**src/adcc_regs.vh**
```
// register map, field positions, reset values and cycle counts of the converter control
`ifndef ADCC_REGS_VH
`define ADCC_REGS_VH
`define ADCC_OFS_MUX       12'h000
`define ADCC_OFS_CSRA      12'h004
`define ADCC_OFS_CSRB      12'h008
`define ADCC_OFS_RESL      12'h00c
`define ADCC_OFS_RESH      12'h010
`define ADCC_RST_MUX       8'h00
`define ADCC_RST_CSRA      8'h00
`define ADCC_RST_CSRB      3'h0
`define ADCC_B_REF2        7
`define ADCC_B_REF1        6
`define ADCC_B_LADJ        5
`define ADCC_B_REF0        4
`define ADCC_B_EN          7
`define ADCC_B_START       6
`define ADCC_B_ATE         5
`define ADCC_B_FLAG        4
`define ADCC_B_IE          3
`define ADCC_CH_TEMP       4'hf
`define ADCC_CH_BANDGAP    4'hc
`define ADCC_CH_GND        4'hd
`define ADCC_TS_FREE       3'h0
`define ADCC_CYC_NORMAL    5'h0d
`define ADCC_CYC_LONG      5'h19
`endif

```
**src/adcc_top.v**
```verilog
// converter control: registers on ahb-lite, conversion sequencing, input and reference select
// What this block does
// - channel code 1111 routes temperature sensor single-ended and enables it
// - temperature channel works with single conversion mode
// - reference field bits 7,6,4; change mid-conversion applies after completion
// - any reference change makes the next conversion 25 converter clocks
// - reference codes: supply, external pin, 1.1 V, 2.56 V with bypass choice
// - alignment bit 5 set left-adjusts result, clear right-adjusts
// - alignment change alters result presentation immediately
// - channel codes 0000 to 0011 pick single-ended inputs zero to three
// - codes 0100 to 1011 differential; even code gain 1x, odd 20x
// - same input on both terminals gives offset measurement
// - channel change mid-conversion applies after completion
// - enable bit 7 powers converter; clearing aborts any conversion
// - start bit 6 begins each single conversion, first free-running one
// - first conversion after enable or a reference change takes 25 clocks, later ones 13
// - start bit reads one while busy; writing zero does nothing
// - with auto-trigger bit 5 set a rising trigger edge starts conversion
// - done flag bit 4 set when conversion ends and result updated
// - interrupt only when flag, enable bit 3 and global enable all set
// - flag clears on vector execution or writing one; zero leaves it
// - prescaler divides system clock by 2 to 128
// - trigger source codes free-running then six event sources
// - after low byte read, result frozen until high byte read
`timescale 1ns/10ps
`default_nettype none
`include "adcc_regs.vh"
module adcc_top (
  input  wire        i_ref_clk,
  input  wire        i_rst,
  input  wire        i_hsel,
  input  wire [31:0] i_haddr,
  input  wire [1:0]  i_htrans,
  input  wire        i_hwrite,
  input  wire [2:0]  i_hsize,
  input  wire [31:0] i_hwdata,
  input  wire        i_hready,
  output wire        o_hreadyout,
  output wire        o_hresp,
  output reg  [31:0] o_hrdata,
  input  wire [5:0]  i_trig_flags,
  input  wire        i_global_ie,
  input  wire        i_vector_ack,
  input  wire [9:0]  i_sar_result,
  output wire        o_irq,
  output reg         o_conv_power,
  output reg         o_conv_busy,
  output reg         o_conv_done,
  output reg  [2:0]  o_ref_sel,
  output reg         o_int_ref_on,
  output reg         o_ref_pin_used,
  output reg  [2:0]  o_pos_input,
  output reg  [2:0]  o_neg_input,
  output reg         o_diff_mode,
  output reg         o_gain_20x,
  output reg         o_bandgap_sel,
  output reg         o_gnd_sel,
  output reg         o_temp_sensor_en
);
  // channel decode: {temp, gnd, bandgap, gain20, diff, neg[2:0], pos[2:0]}
  function [10:0] chan_dec;
    input [3:0] c;
    begin
      chan_dec = 11'h000;
      case (c)
        4'h0, 4'h1, 4'h2, 4'h3:
          chan_dec = {8'h00, 1'b0, c[1:0]};
        4'h4, 4'h5:
          chan_dec = {3'h0, c[0], 1'b1, 3'h2, 3'h2};
        4'h6, 4'h7:
          chan_dec = {3'h0, c[0], 1'b1, 3'h3, 3'h2};
        4'h8, 4'h9:
          chan_dec = {3'h0, c[0], 1'b1, 3'h0, 3'h0};
        4'ha, 4'hb:
          chan_dec = {3'h0, c[0], 1'b1, 3'h1, 3'h0};
        `ADCC_CH_BANDGAP:
          chan_dec = 11'h100;
        `ADCC_CH_GND:
          chan_dec = 11'h200;
        `ADCC_CH_TEMP:
          chan_dec = {3'h4, 5'h00, 3'h4};
        default:
          chan_dec = 11'h000;
      endcase
    end
  endfunction

  // reference decode: {internal on, pin used}; code 10x is treated as supply
  function [1:0] ref_dec;
    input [2:0] r;
    begin
      case (r)
        3'h1:       ref_dec = 2'b01;
        3'h2, 3'h6: ref_dec = 2'b10;
        3'h3, 3'h7: ref_dec = 2'b11;
        default:    ref_dec = 2'b00;
      endcase
    end
  endfunction

  // software-visible registers
  reg  [7:0] mux_r;
  reg        en_r;
  reg        ate_r;
  reg        flag_r;
  reg        ie_r;
  reg  [2:0] ps_r;
  reg  [2:0] ts_r;
  reg  [9:0] result_r;
  reg        lock_r;

  // conversion state
  reg        busy_r;
  reg  [4:0] cyc_r;
  reg        long_r;
  reg        en_prev_r;
  reg  [3:0] chan_app_r;
  reg  [2:0] ref_app_r;

  // bus state
  reg        wr_pend_r;
  reg        rd_pend_r;
  reg  [11:0] addr_r;

  wire       tick;
  wire       trig_edge;
  wire [2:0] ref_field;
  wire       addr_ph;
  wire       wr_data_ph;
  wire       done;
  wire       sw_start;
  wire       hw_start;
  wire       start;
  wire       free_run;
  wire [4:0] conv_len;
  reg  [7:0] rd_val;
  // control word write and the enable that it carries
  wire       en_wr;
  wire       en_now;

  // reset image of the control word, split into its fields on reset
  localparam [7:0] CSRA_RST = `ADCC_RST_CSRA;

  assign ref_field = {mux_r[`ADCC_B_REF2], mux_r[`ADCC_B_REF1], mux_r[`ADCC_B_REF0]};

  // converter clock derived from the system clock
  adcc_prescaler u_presc (
    .i_ref_clk (i_ref_clk),
    .i_rst     (i_rst),
    .i_run     (en_r),
    .i_div_sel (ps_r),
    .o_tick    (tick)
  );

  adcc_trigger u_trig (
    .i_ref_clk   (i_ref_clk),
    .i_rst       (i_rst),
    .i_src_sel   (ts_r),
    .i_src_flags (i_trig_flags),
    .o_edge      (trig_edge)
  );

  // ahb-lite: writes take no wait state, reads take one so read data is registered
  assign addr_ph     = i_hsel && i_htrans[1] && i_hready;
  assign wr_data_ph  = wr_pend_r;
  assign o_hreadyout = !rd_pend_r;
  assign o_hresp     = 1'b0;

  always @(posedge i_ref_clk) begin
    if (i_rst) begin
      wr_pend_r <= 1'b0;
      rd_pend_r <= 1'b0;
      addr_r    <= 12'h000;
    end else begin
      wr_pend_r <= addr_ph && i_hwrite;
      rd_pend_r <= addr_ph && !i_hwrite;
      if (addr_ph)
        addr_r <= i_haddr[11:0];
    end
  end

  // read mux; the alignment bit is applied here so a change shows at once
  always @* begin
    rd_val = 8'h00;
    case (addr_r)
      `ADCC_OFS_MUX:  rd_val = mux_r;
      `ADCC_OFS_CSRA: rd_val = {en_r, busy_r, ate_r, flag_r, ie_r, ps_r};
      `ADCC_OFS_CSRB: rd_val = {5'h00, ts_r};
      `ADCC_OFS_RESL:
        rd_val = mux_r[`ADCC_B_LADJ] ? {result_r[1:0], 6'h00} : result_r[7:0];
      `ADCC_OFS_RESH:
        rd_val = mux_r[`ADCC_B_LADJ] ? result_r[9:2] : {6'h00, result_r[9:8]};
      default:        rd_val = 8'h00;
    endcase
  end

  // unmapped addresses read as zero
  always @(posedge i_ref_clk) begin
    if (i_rst)
      o_hrdata <= 32'h0000_0000;
    else if (rd_pend_r)
      o_hrdata <= {24'h00_0000, rd_val};
  end

  // low-byte read freezes the result until the high byte is read
  always @(posedge i_ref_clk) begin
    if (i_rst)
      lock_r <= 1'b0;
    else if (rd_pend_r && addr_r == `ADCC_OFS_RESL)
      lock_r <= 1'b1;
    else if (rd_pend_r && addr_r == `ADCC_OFS_RESH)
      lock_r <= 1'b0;
  end

  // start sources: software write of one, trigger edge, or free-running restart
  assign free_run = ate_r && (ts_r == `ADCC_TS_FREE);
  assign sw_start = wr_data_ph && addr_r == `ADCC_OFS_CSRA && i_hwdata[`ADCC_B_START];
  assign hw_start = ate_r && !free_run && trig_edge;
  assign done     = busy_r && tick && (cyc_r == conv_len - 5'h01);
  // a start written in the same word as enable is taken at once
  assign en_wr    = wr_data_ph && addr_r == `ADCC_OFS_CSRA;
  assign en_now   = en_wr ? i_hwdata[`ADCC_B_EN] : en_r;
  assign start    = en_now && !busy_r &&
                    (sw_start || hw_start || (free_run && o_conv_done));
  assign conv_len = long_r ? `ADCC_CYC_LONG : `ADCC_CYC_NORMAL;

  // control register writes; hardware set of the flag wins over a clear
  always @(posedge i_ref_clk) begin
    if (i_rst) begin
      mux_r  <= `ADCC_RST_MUX;
      en_r   <= CSRA_RST[`ADCC_B_EN];
      ate_r  <= CSRA_RST[`ADCC_B_ATE];
      ie_r   <= CSRA_RST[`ADCC_B_IE];
      ps_r   <= CSRA_RST[2:0];
      ts_r   <= `ADCC_RST_CSRB;
      flag_r <= CSRA_RST[`ADCC_B_FLAG];
    end else begin
      if (wr_data_ph && addr_r == `ADCC_OFS_MUX)
        mux_r <= i_hwdata[7:0];
      if (wr_data_ph && addr_r == `ADCC_OFS_CSRB)
        ts_r <= i_hwdata[2:0];
      if (wr_data_ph && addr_r == `ADCC_OFS_CSRA) begin
        en_r  <= i_hwdata[`ADCC_B_EN];
        ate_r <= i_hwdata[`ADCC_B_ATE];
        ie_r  <= i_hwdata[`ADCC_B_IE];
        ps_r  <= i_hwdata[2:0];
      end
      if (done)
        flag_r <= 1'b1;
      else if (i_vector_ack)
        flag_r <= 1'b0;
      else if (wr_data_ph && addr_r == `ADCC_OFS_CSRA && i_hwdata[`ADCC_B_FLAG])
        flag_r <= 1'b0;
    end
  end

  // conversion sequencer counts converter clock ticks
  always @(posedge i_ref_clk) begin
    if (i_rst) begin
      busy_r    <= 1'b0;
      cyc_r     <= 5'h00;
      long_r    <= 1'b0;
      en_prev_r <= 1'b0;
    end else begin
      en_prev_r <= en_r;
      // start first, so a start written with enable is not lost to the off branch
      if (start) begin
        busy_r <= 1'b1;
        cyc_r  <= 5'h00;
      end else if (!en_r) begin
        busy_r <= 1'b0;
        cyc_r  <= 5'h00;
      end else if (done) begin
        busy_r <= 1'b0;
        cyc_r  <= 5'h00;
        long_r <= 1'b0;
      end else if (busy_r && tick) begin
        cyc_r <= cyc_r + 5'h01;
      end
      // enabling arms the initialising conversion
      if (en_r && !en_prev_r)
        long_r <= 1'b1;
      // a changed reference also arms a long conversion
      if (!busy_r && ref_field != ref_app_r)
        long_r <= 1'b1;
    end
  end

  // result written in the same cycle the flag sets, unless frozen by a low-byte read;
  // a low-byte read in the completion cycle freezes too, so both bytes stay one sample
  always @(posedge i_ref_clk) begin
    if (i_rst)
      result_r <= 10'h000;
    else if (done && !lock_r && !(rd_pend_r && addr_r == `ADCC_OFS_RESL))
      result_r <= i_sar_result;
  end

  // channel and reference follow the register only between conversions
  always @(posedge i_ref_clk) begin
    if (i_rst) begin
      chan_app_r <= 4'h0;
      ref_app_r  <= 3'h0;
    end else if (!busy_r) begin
      chan_app_r <= mux_r[3:0];
      ref_app_r  <= ref_field;
    end
  end

  // registered analog-side controls
  always @(posedge i_ref_clk) begin
    if (i_rst) begin
      o_conv_power     <= 1'b0;
      o_conv_busy      <= 1'b0;
      o_conv_done      <= 1'b0;
      o_ref_sel        <= 3'h0;
      o_int_ref_on     <= 1'b0;
      o_ref_pin_used   <= 1'b0;
      o_pos_input      <= 3'h0;
      o_neg_input      <= 3'h0;
      o_diff_mode      <= 1'b0;
      o_gain_20x       <= 1'b0;
      o_bandgap_sel    <= 1'b0;
      o_gnd_sel        <= 1'b0;
      o_temp_sensor_en <= 1'b0;
    end else begin
      o_conv_power <= en_r;
      // busy drops with power, so an abort never shows busy while off
      o_conv_busy  <= busy_r && en_r;
      o_conv_done  <= done;
      o_ref_sel    <= ref_app_r;
      {o_int_ref_on, o_ref_pin_used} <= ref_dec(ref_app_r);
      {o_temp_sensor_en, o_gnd_sel, o_bandgap_sel, o_gain_20x, o_diff_mode,
       o_neg_input, o_pos_input} <= chan_dec(chan_app_r);
    end
  end

  // interrupt request needs flag, local enable and processor global enable
  assign o_irq = flag_r && ie_r && i_global_ie;
endmodule
`default_nettype wire

```
**src/adcc_prescaler.v**
```verilog
// converter clock divider: one-cycle tick per converter clock period
`timescale 1ns/10ps
`default_nettype none
module adcc_prescaler (
  input  wire       i_ref_clk,
  input  wire       i_rst,
  input  wire       i_run,
  input  wire [2:0] i_div_sel,
  output wire       o_tick
);
  reg  [6:0] cnt_r;
  reg  [6:0] mask;

  // division of two for codes 0 and 1, doubling from there
  always @* begin
    case (i_div_sel)
      3'h0, 3'h1: mask = 7'h01;
      3'h2:       mask = 7'h03;
      3'h3:       mask = 7'h07;
      3'h4:       mask = 7'h0f;
      3'h5:       mask = 7'h1f;
      3'h6:       mask = 7'h3f;
      default:    mask = 7'h7f;
    endcase
  end

  // held at zero while off so the first period is whole
  always @(posedge i_ref_clk) begin
    if (i_rst || !i_run)
      cnt_r <= 7'h00;
    else
      cnt_r <= cnt_r + 7'h01;
  end

  assign o_tick = i_run && ((cnt_r & mask) == mask);
endmodule
`default_nettype wire

```
**src/adcc_trigger.v**
```verilog
// auto-trigger source select and rising edge detect
`timescale 1ns/10ps
`default_nettype none
module adcc_trigger (
  input  wire       i_ref_clk,
  input  wire       i_rst,
  input  wire [2:0] i_src_sel,
  input  wire [5:0] i_src_flags,
  output wire       o_edge
);
  reg  lvl;
  reg  lvl_prev_r;

  // free-running code selects a constant low, so switching to it never fires
  always @* begin
    if (i_src_sel == 3'h0 || i_src_sel == 3'h7)
      lvl = 1'b0;
    else
      lvl = i_src_flags[i_src_sel - 3'h1];
  end

  // a source switch onto a set flag also counts as an edge
  always @(posedge i_ref_clk) begin
    if (i_rst)
      lvl_prev_r <= 1'b0;
    else
      lvl_prev_r <= lvl;
  end

  assign o_edge = lvl && !lvl_prev_r;
endmodule
`default_nettype wire

```
**config.mk**
```make
export PLATFORM = sky130hd
export DESIGN_NAME = adcc_top
export DESIGN_NICKNAME = d
export VERILOG_FILES = /design/src/adcc_top.v /design/src/adcc_prescaler.v /design/src/adcc_trigger.v
export VERILOG_INCLUDE_DIRS = /design/src
export SDC_FILE = /design/constraint.sdc
export NUM_CORES = 1
export LEC_CHECK = 0
export ABC_CLOCK_PERIOD_IN_PS = 2550
export BUFFER_PORTS_ARGS = -buffer_cell sky130_fd_sc_hd__buf_4
export CORE_MARGIN = 10
export CORE_UTILIZATION = 30
export DETAILED_ROUTE_END_ITERATION = 16
export PLACE_DENSITY = 0.63
export SYNTH_ARGS = -nofsm -noshare
export SYNTH_HDL_FRONTEND = slang
export SYNTH_HIERARCHICAL = 1
export SYNTH_SLANG_ARGS = --single-unit
```
**constraint.sdc**
```tcl
create_clock -name i_ref_clk -period 2.55 [get_ports i_ref_clk]
set_clock_uncertainty 0.1 [all_clocks]
set_input_delay 0.1275 -clock i_ref_clk [delete_from_list [all_inputs] [get_ports i_ref_clk]]
set_output_delay 0.1275 -clock i_ref_clk [all_outputs]
set_load 0.005 [all_outputs]
```
==> qor_table.md <==
| Stage | Parameter | This run |
| --- | --- | --- |
| global route | Aggregate global routing overflow | 0 |
| route | Via count of the routed design | 3394 |
| logic synthesis | Ys Warns | 6 |
| timing | Setup tns final | 0 ns |
| route | Detailed Route Iter0 Violations | 174 |
| clocking | Clock latency at the later pin of the worst-skew pair | 0.34 ns |
| timing | Fmax | 0.424 GHz |
| worst hold path | Class of the worst hold path | input port to flip-flop |
| power | Worst IR Drop VDD | 0.000446 V |
| cells and area | Number of diodes | 0 |
| clocking | Clk pin slew, worst setup/hold paths | 0.06 ns |
| status | Outcome | finished, final reports clean |
| timing | Number of hold violations in the final report | 0 |
| clocking | CTS Root Cell | sky130_fd_sc_hd__clkbuf_16 |
| timing | Relative max-transition margin | 0.552 |
| cells and area | Final std cells w/o fill | 730 |
| logic synthesis | Post-synthesis sequential area ratio | 0.436 |
| logic synthesis | Syn Inst Count | 447 |
| logic synthesis | Post-Syn Area per Cell | 9.25 µm² |
| timing | Worst-case hold slack | 0.128 ns |
| logic synthesis | Post-synthesis instance area | 4140 µm² |
| cells and area | Layout overhead on the synthesized area | 33.2% |
| clocking | H-tree level count | 3 |
| place | Dpl cell area | 4790 µm² |
| timing | Slew at the pin with the worst max-slew slack | 0.668 ns |
| cells and area | Most frequent cells in the layout | sky130_fd_sc_hd__dfxtp_1, sky130_fd_sc_hd__buf_4, sky130_fd_sc_hd__nor2_1 |
| timing | Setup slack after layout | 0.193 ns |
| critical path | Crit-path max cell delay | 0.53 ns |
| timing | Setup repair after global routing missed its margin | no |
| cells and area | Cell area after layout | 5510 µm² |
| clocking | Maximum number of buffers from clock root to sink | 2 |
| power | Power density of the placed cells | 581 nW/µm² |
| critical path | Data required time at the worst endpoint | 2.69 ns |
| timing | Final number of max-transition violations | 0 |
| global route | Global-route wire length before repair | 16600 µm |
| place | Count of port buffers added during placement | 71 |
| critical path | Category of the worst setup path launch point | flip-flop |
| place | Pre-CTS WS | 0.0497 ns |
| route | WL/cell | 14.4 µm |
| critical path | Slowest library cell on the worst path | sky130_fd_sc_hd__mux4_2 |
| floorplan | Width of the die | 137 µm |
| global route | Number of global-route vias before repair | 3367 |
| power | Post-layout power | 3.20 mW |
| timing | Part of the cycle the worst path needs | 0.924 |
| timing | Final number of setup-violating endpoints | 0 |
| route | Vias per cell | 4.65 |
| route | Number of design rule violations left after detail routing | 0 |
| critical path | Critical Path, Cell by Cell | buf_4 -> mux4_2 -> a32oi_2 -> a221oi_2 -> o311ai_1 -> o41ai_2 -> o2111ai_2 -> nand2_1 -> o21a_1 |
| route | Total Routed Length | 10500 µm |
| power | LEAKAGE | 2.32 nW |
| place | Number of placed instances, taps included | 683 |
| route | Final ANT Viol Nets | 0 |
| global route | Initial antenna violation count | 0 |
| floorplan | Row Count | 42 |
| floorplan | Top Ports | 146 |
| global route | Pin count of the biggest net entering global routing | 48 |
| cells and area | Leading cell type in the layout, fill and taps excluded | sky130_fd_sc_hd__dfxtp_1 |
| critical path | Highest net fanout along the worst path | 7 |
| job | Number of maximum-capacitance constraint violations | 0 |
| clocking | Total CTS buffers | 9 |
| timing | Final critical delay including setup and external delays | 2.36 ns |
| floorplan | Effective utilization at floorplan | 0.310 |
| route | Number of optimization iterations in the first detailed-route pass | 6 |
| logic synthesis | Number of synthesized flops with an enable pin | 0 |
| place | Final RePlAce weighted congestion | 0.850 |
| cells and area | Final core occ | 0.413 |
| cells and area | Share of cells above drive strength 1 | 0.206 |
| logic synthesis | Async set-or-reset flop fraction in the synthesized netlist | 0 |
| cells and area | Number of nets at the end of the flow | 652 |
| critical path | Worst endpoint data arrival time | 2.49 ns |
| cells and area | Final-layout fill cell count | 1343 |
| logic synthesis | Dominant register cell in the synthesized netlist | sky130_fd_sc_hd__dfxtp_1 |
| clocking | TritonCTS clock tree | yes |
| clocking | TritonCTS sink count | 90 |
| critical path | Start-to-end type of the worst setup path | flip-flop to flip-flop |
| global route | Total Routing Usage GR | 0.110 |
| floorplan | Vertical extent of the die | 137 µm |
| logic synthesis | Synth unique cells | 60 |
| critical path | Critical Path Sink Type | flip-flop |
| logic synthesis | Flip-flop and latch count after synthesis | 90 |
| place | Dpl hpwl | 7880 µm |
| floorplan | Total die area | 18900 µm² |
| floorplan | Placeable Area | 13300 µm² |
-- path summary, 6_finish.rpt --
| path | to | slack [ns] | cells past startpoint | startpoint |
|---|---|---|---|---|
| max | busy_r | 0.19 | 9 | ts_r[0] |
| min | o_conv_done | 0.13 | 2 | i_rst |
| max reg2reg | busy_r | 0.19 | 9 | ts_r[0] |
| min reg2reg | addr_r[0] | 0.37 | 2 | addr_r[0] |
-- cell type report --
cell class / instances / area, µm² / area share
Multi-Input combinational cell: 321 / 2140 / 0.388
Inverter: 16 / 60.1 / 0.0109
Timing Repair Buffer: 112 / 933 / 0.170
Tap cell: 176 / 220 / 0.0400
Sequential cell: 90 / 1800 / 0.327
Clock inverter: 6 / 130 / 0.0236
Clock buffer: 9 / 225 / 0.0409
-- cells by family after synthesis --
family / Yosys count / share of synthesized area
flip-flops: 90 / 0.436
multiplexers: 45 / 0.122
AO/OA/AOI/OAI: 68 / 0.112
XOR/XNOR: 10 / 0.0212
buffers and inverters: 61 / 0.0802
AND/OR/NAND/NOR: 162 / 0.198
other: 1 / 0.000907
adder cells (fa/ha/maj): 10 / 0.0303
-- repair_timing --
action,4_1_cts,5_1_grt
endpoints found under the setup margin,0,6
hold buffers,32,0
buffers inserted,0,0
resized for setup,0,6
hold endpoints to repair,42,0
-- layer usage --
metal | share of wire | global-route usage
met5 | 0 | 0
met4 | 0.013 | 0.0304
met3 | 0.072 | 0.0404
met2 | 0.47 | 0.180
met1 | 0.44 | 0.134
-- flip-flops by register name, summed over array words and instances, names as in the netlist, 2 cells and up --
register	flops
ref_app_r	3
chan_app_r	4
ts_r	3
u_presc/cnt_r	7
o_hrdata	8
ps_r	3
addr_r	12
o_pos_input	3
cyc_r	5
result_r	10
o_neg_input	2
o_ref_sel	3
mux_r	8
-- worst max-delay path: cells and delay by family (launching register included) --
family	cells	cell delay, ns
DFF	1	0.33
and+or+nand+nor	1	0.11
buffers and inverters	1	0.17
AOI/OAI and AO/OA	6	1.01
muxes	1	0.53
-- Yosys cell counts (2+ instances only) --
cell                         n  share of area
sky130_fd_sc_hd__dfxtp_1    90           0.44
sky130_fd_sc_hd__nor2_1     58          0.053
sky130_fd_sc_hd__nand2_1    41          0.037
sky130_fd_sc_hd__mux2i_1    38          0.092
sky130_fd_sc_hd__buf_4      27          0.049
sky130_fd_sc_hd__a21oi_1    21          0.025
sky130_fd_sc_hd__inv_1      16          0.015
sky130_fd_sc_hd__clkbuf_1   12          0.011
sky130_fd_sc_hd__ha_1       10          0.030
sky130_fd_sc_hd__nor2b_1    10          0.015
sky130_fd_sc_hd__o21ai_0     9          0.011
sky130_fd_sc_hd__a22o_1      7          0.015
sky130_fd_sc_hd__nand3_1     7         0.0085
sky130_fd_sc_hd__xnor2_1     7          0.015
sky130_fd_sc_hd__nor3b_1     6          0.011
sky130_fd_sc_hd__and3_1      5         0.0076
sky130_fd_sc_hd__buf_1       5         0.0045
sky130_fd_sc_hd__a221oi_1    4         0.0085
sky130_fd_sc_hd__and2_1      4         0.0061
sky130_fd_sc_hd__mux4_2      4          0.022
sky130_fd_sc_hd__nand3b_1    4         0.0073
sky130_fd_sc_hd__nand4_1     4         0.0061
sky130_fd_sc_hd__nor3_1      4         0.0048
sky130_fd_sc_hd__a22oi_1     3         0.0054
sky130_fd_sc_hd__mux2_2      3         0.0082
sky130_fd_sc_hd__nand2b_1    3         0.0045
sky130_fd_sc_hd__or3_1       3         0.0045
sky130_fd_sc_hd__xor2_1      3         0.0064
sky130_fd_sc_hd__a211oi_1    2         0.0036
sky130_fd_sc_hd__a21o_1      2         0.0036
sky130_fd_sc_hd__a311oi_1    2         0.0042
sky130_fd_sc_hd__a31oi_1     2         0.0030
sky130_fd_sc_hd__and3b_1     2         0.0042
sky130_fd_sc_hd__o2111ai_1   2         0.0042
sky130_fd_sc_hd__o31ai_1     2         0.0036
-- where the power goes --
part / switching (mW) / internal [mW] / leakage [nW] / total, mW
Sequential: 0.0150 / 1.42 / 0.726 / 1.43
Clock: 0.522 / 1.05 / 0.175 / 1.57
Combinational: 0.0952 / 0.104 / 1.42 / 0.200
Power figures use the tool's default switching activity.
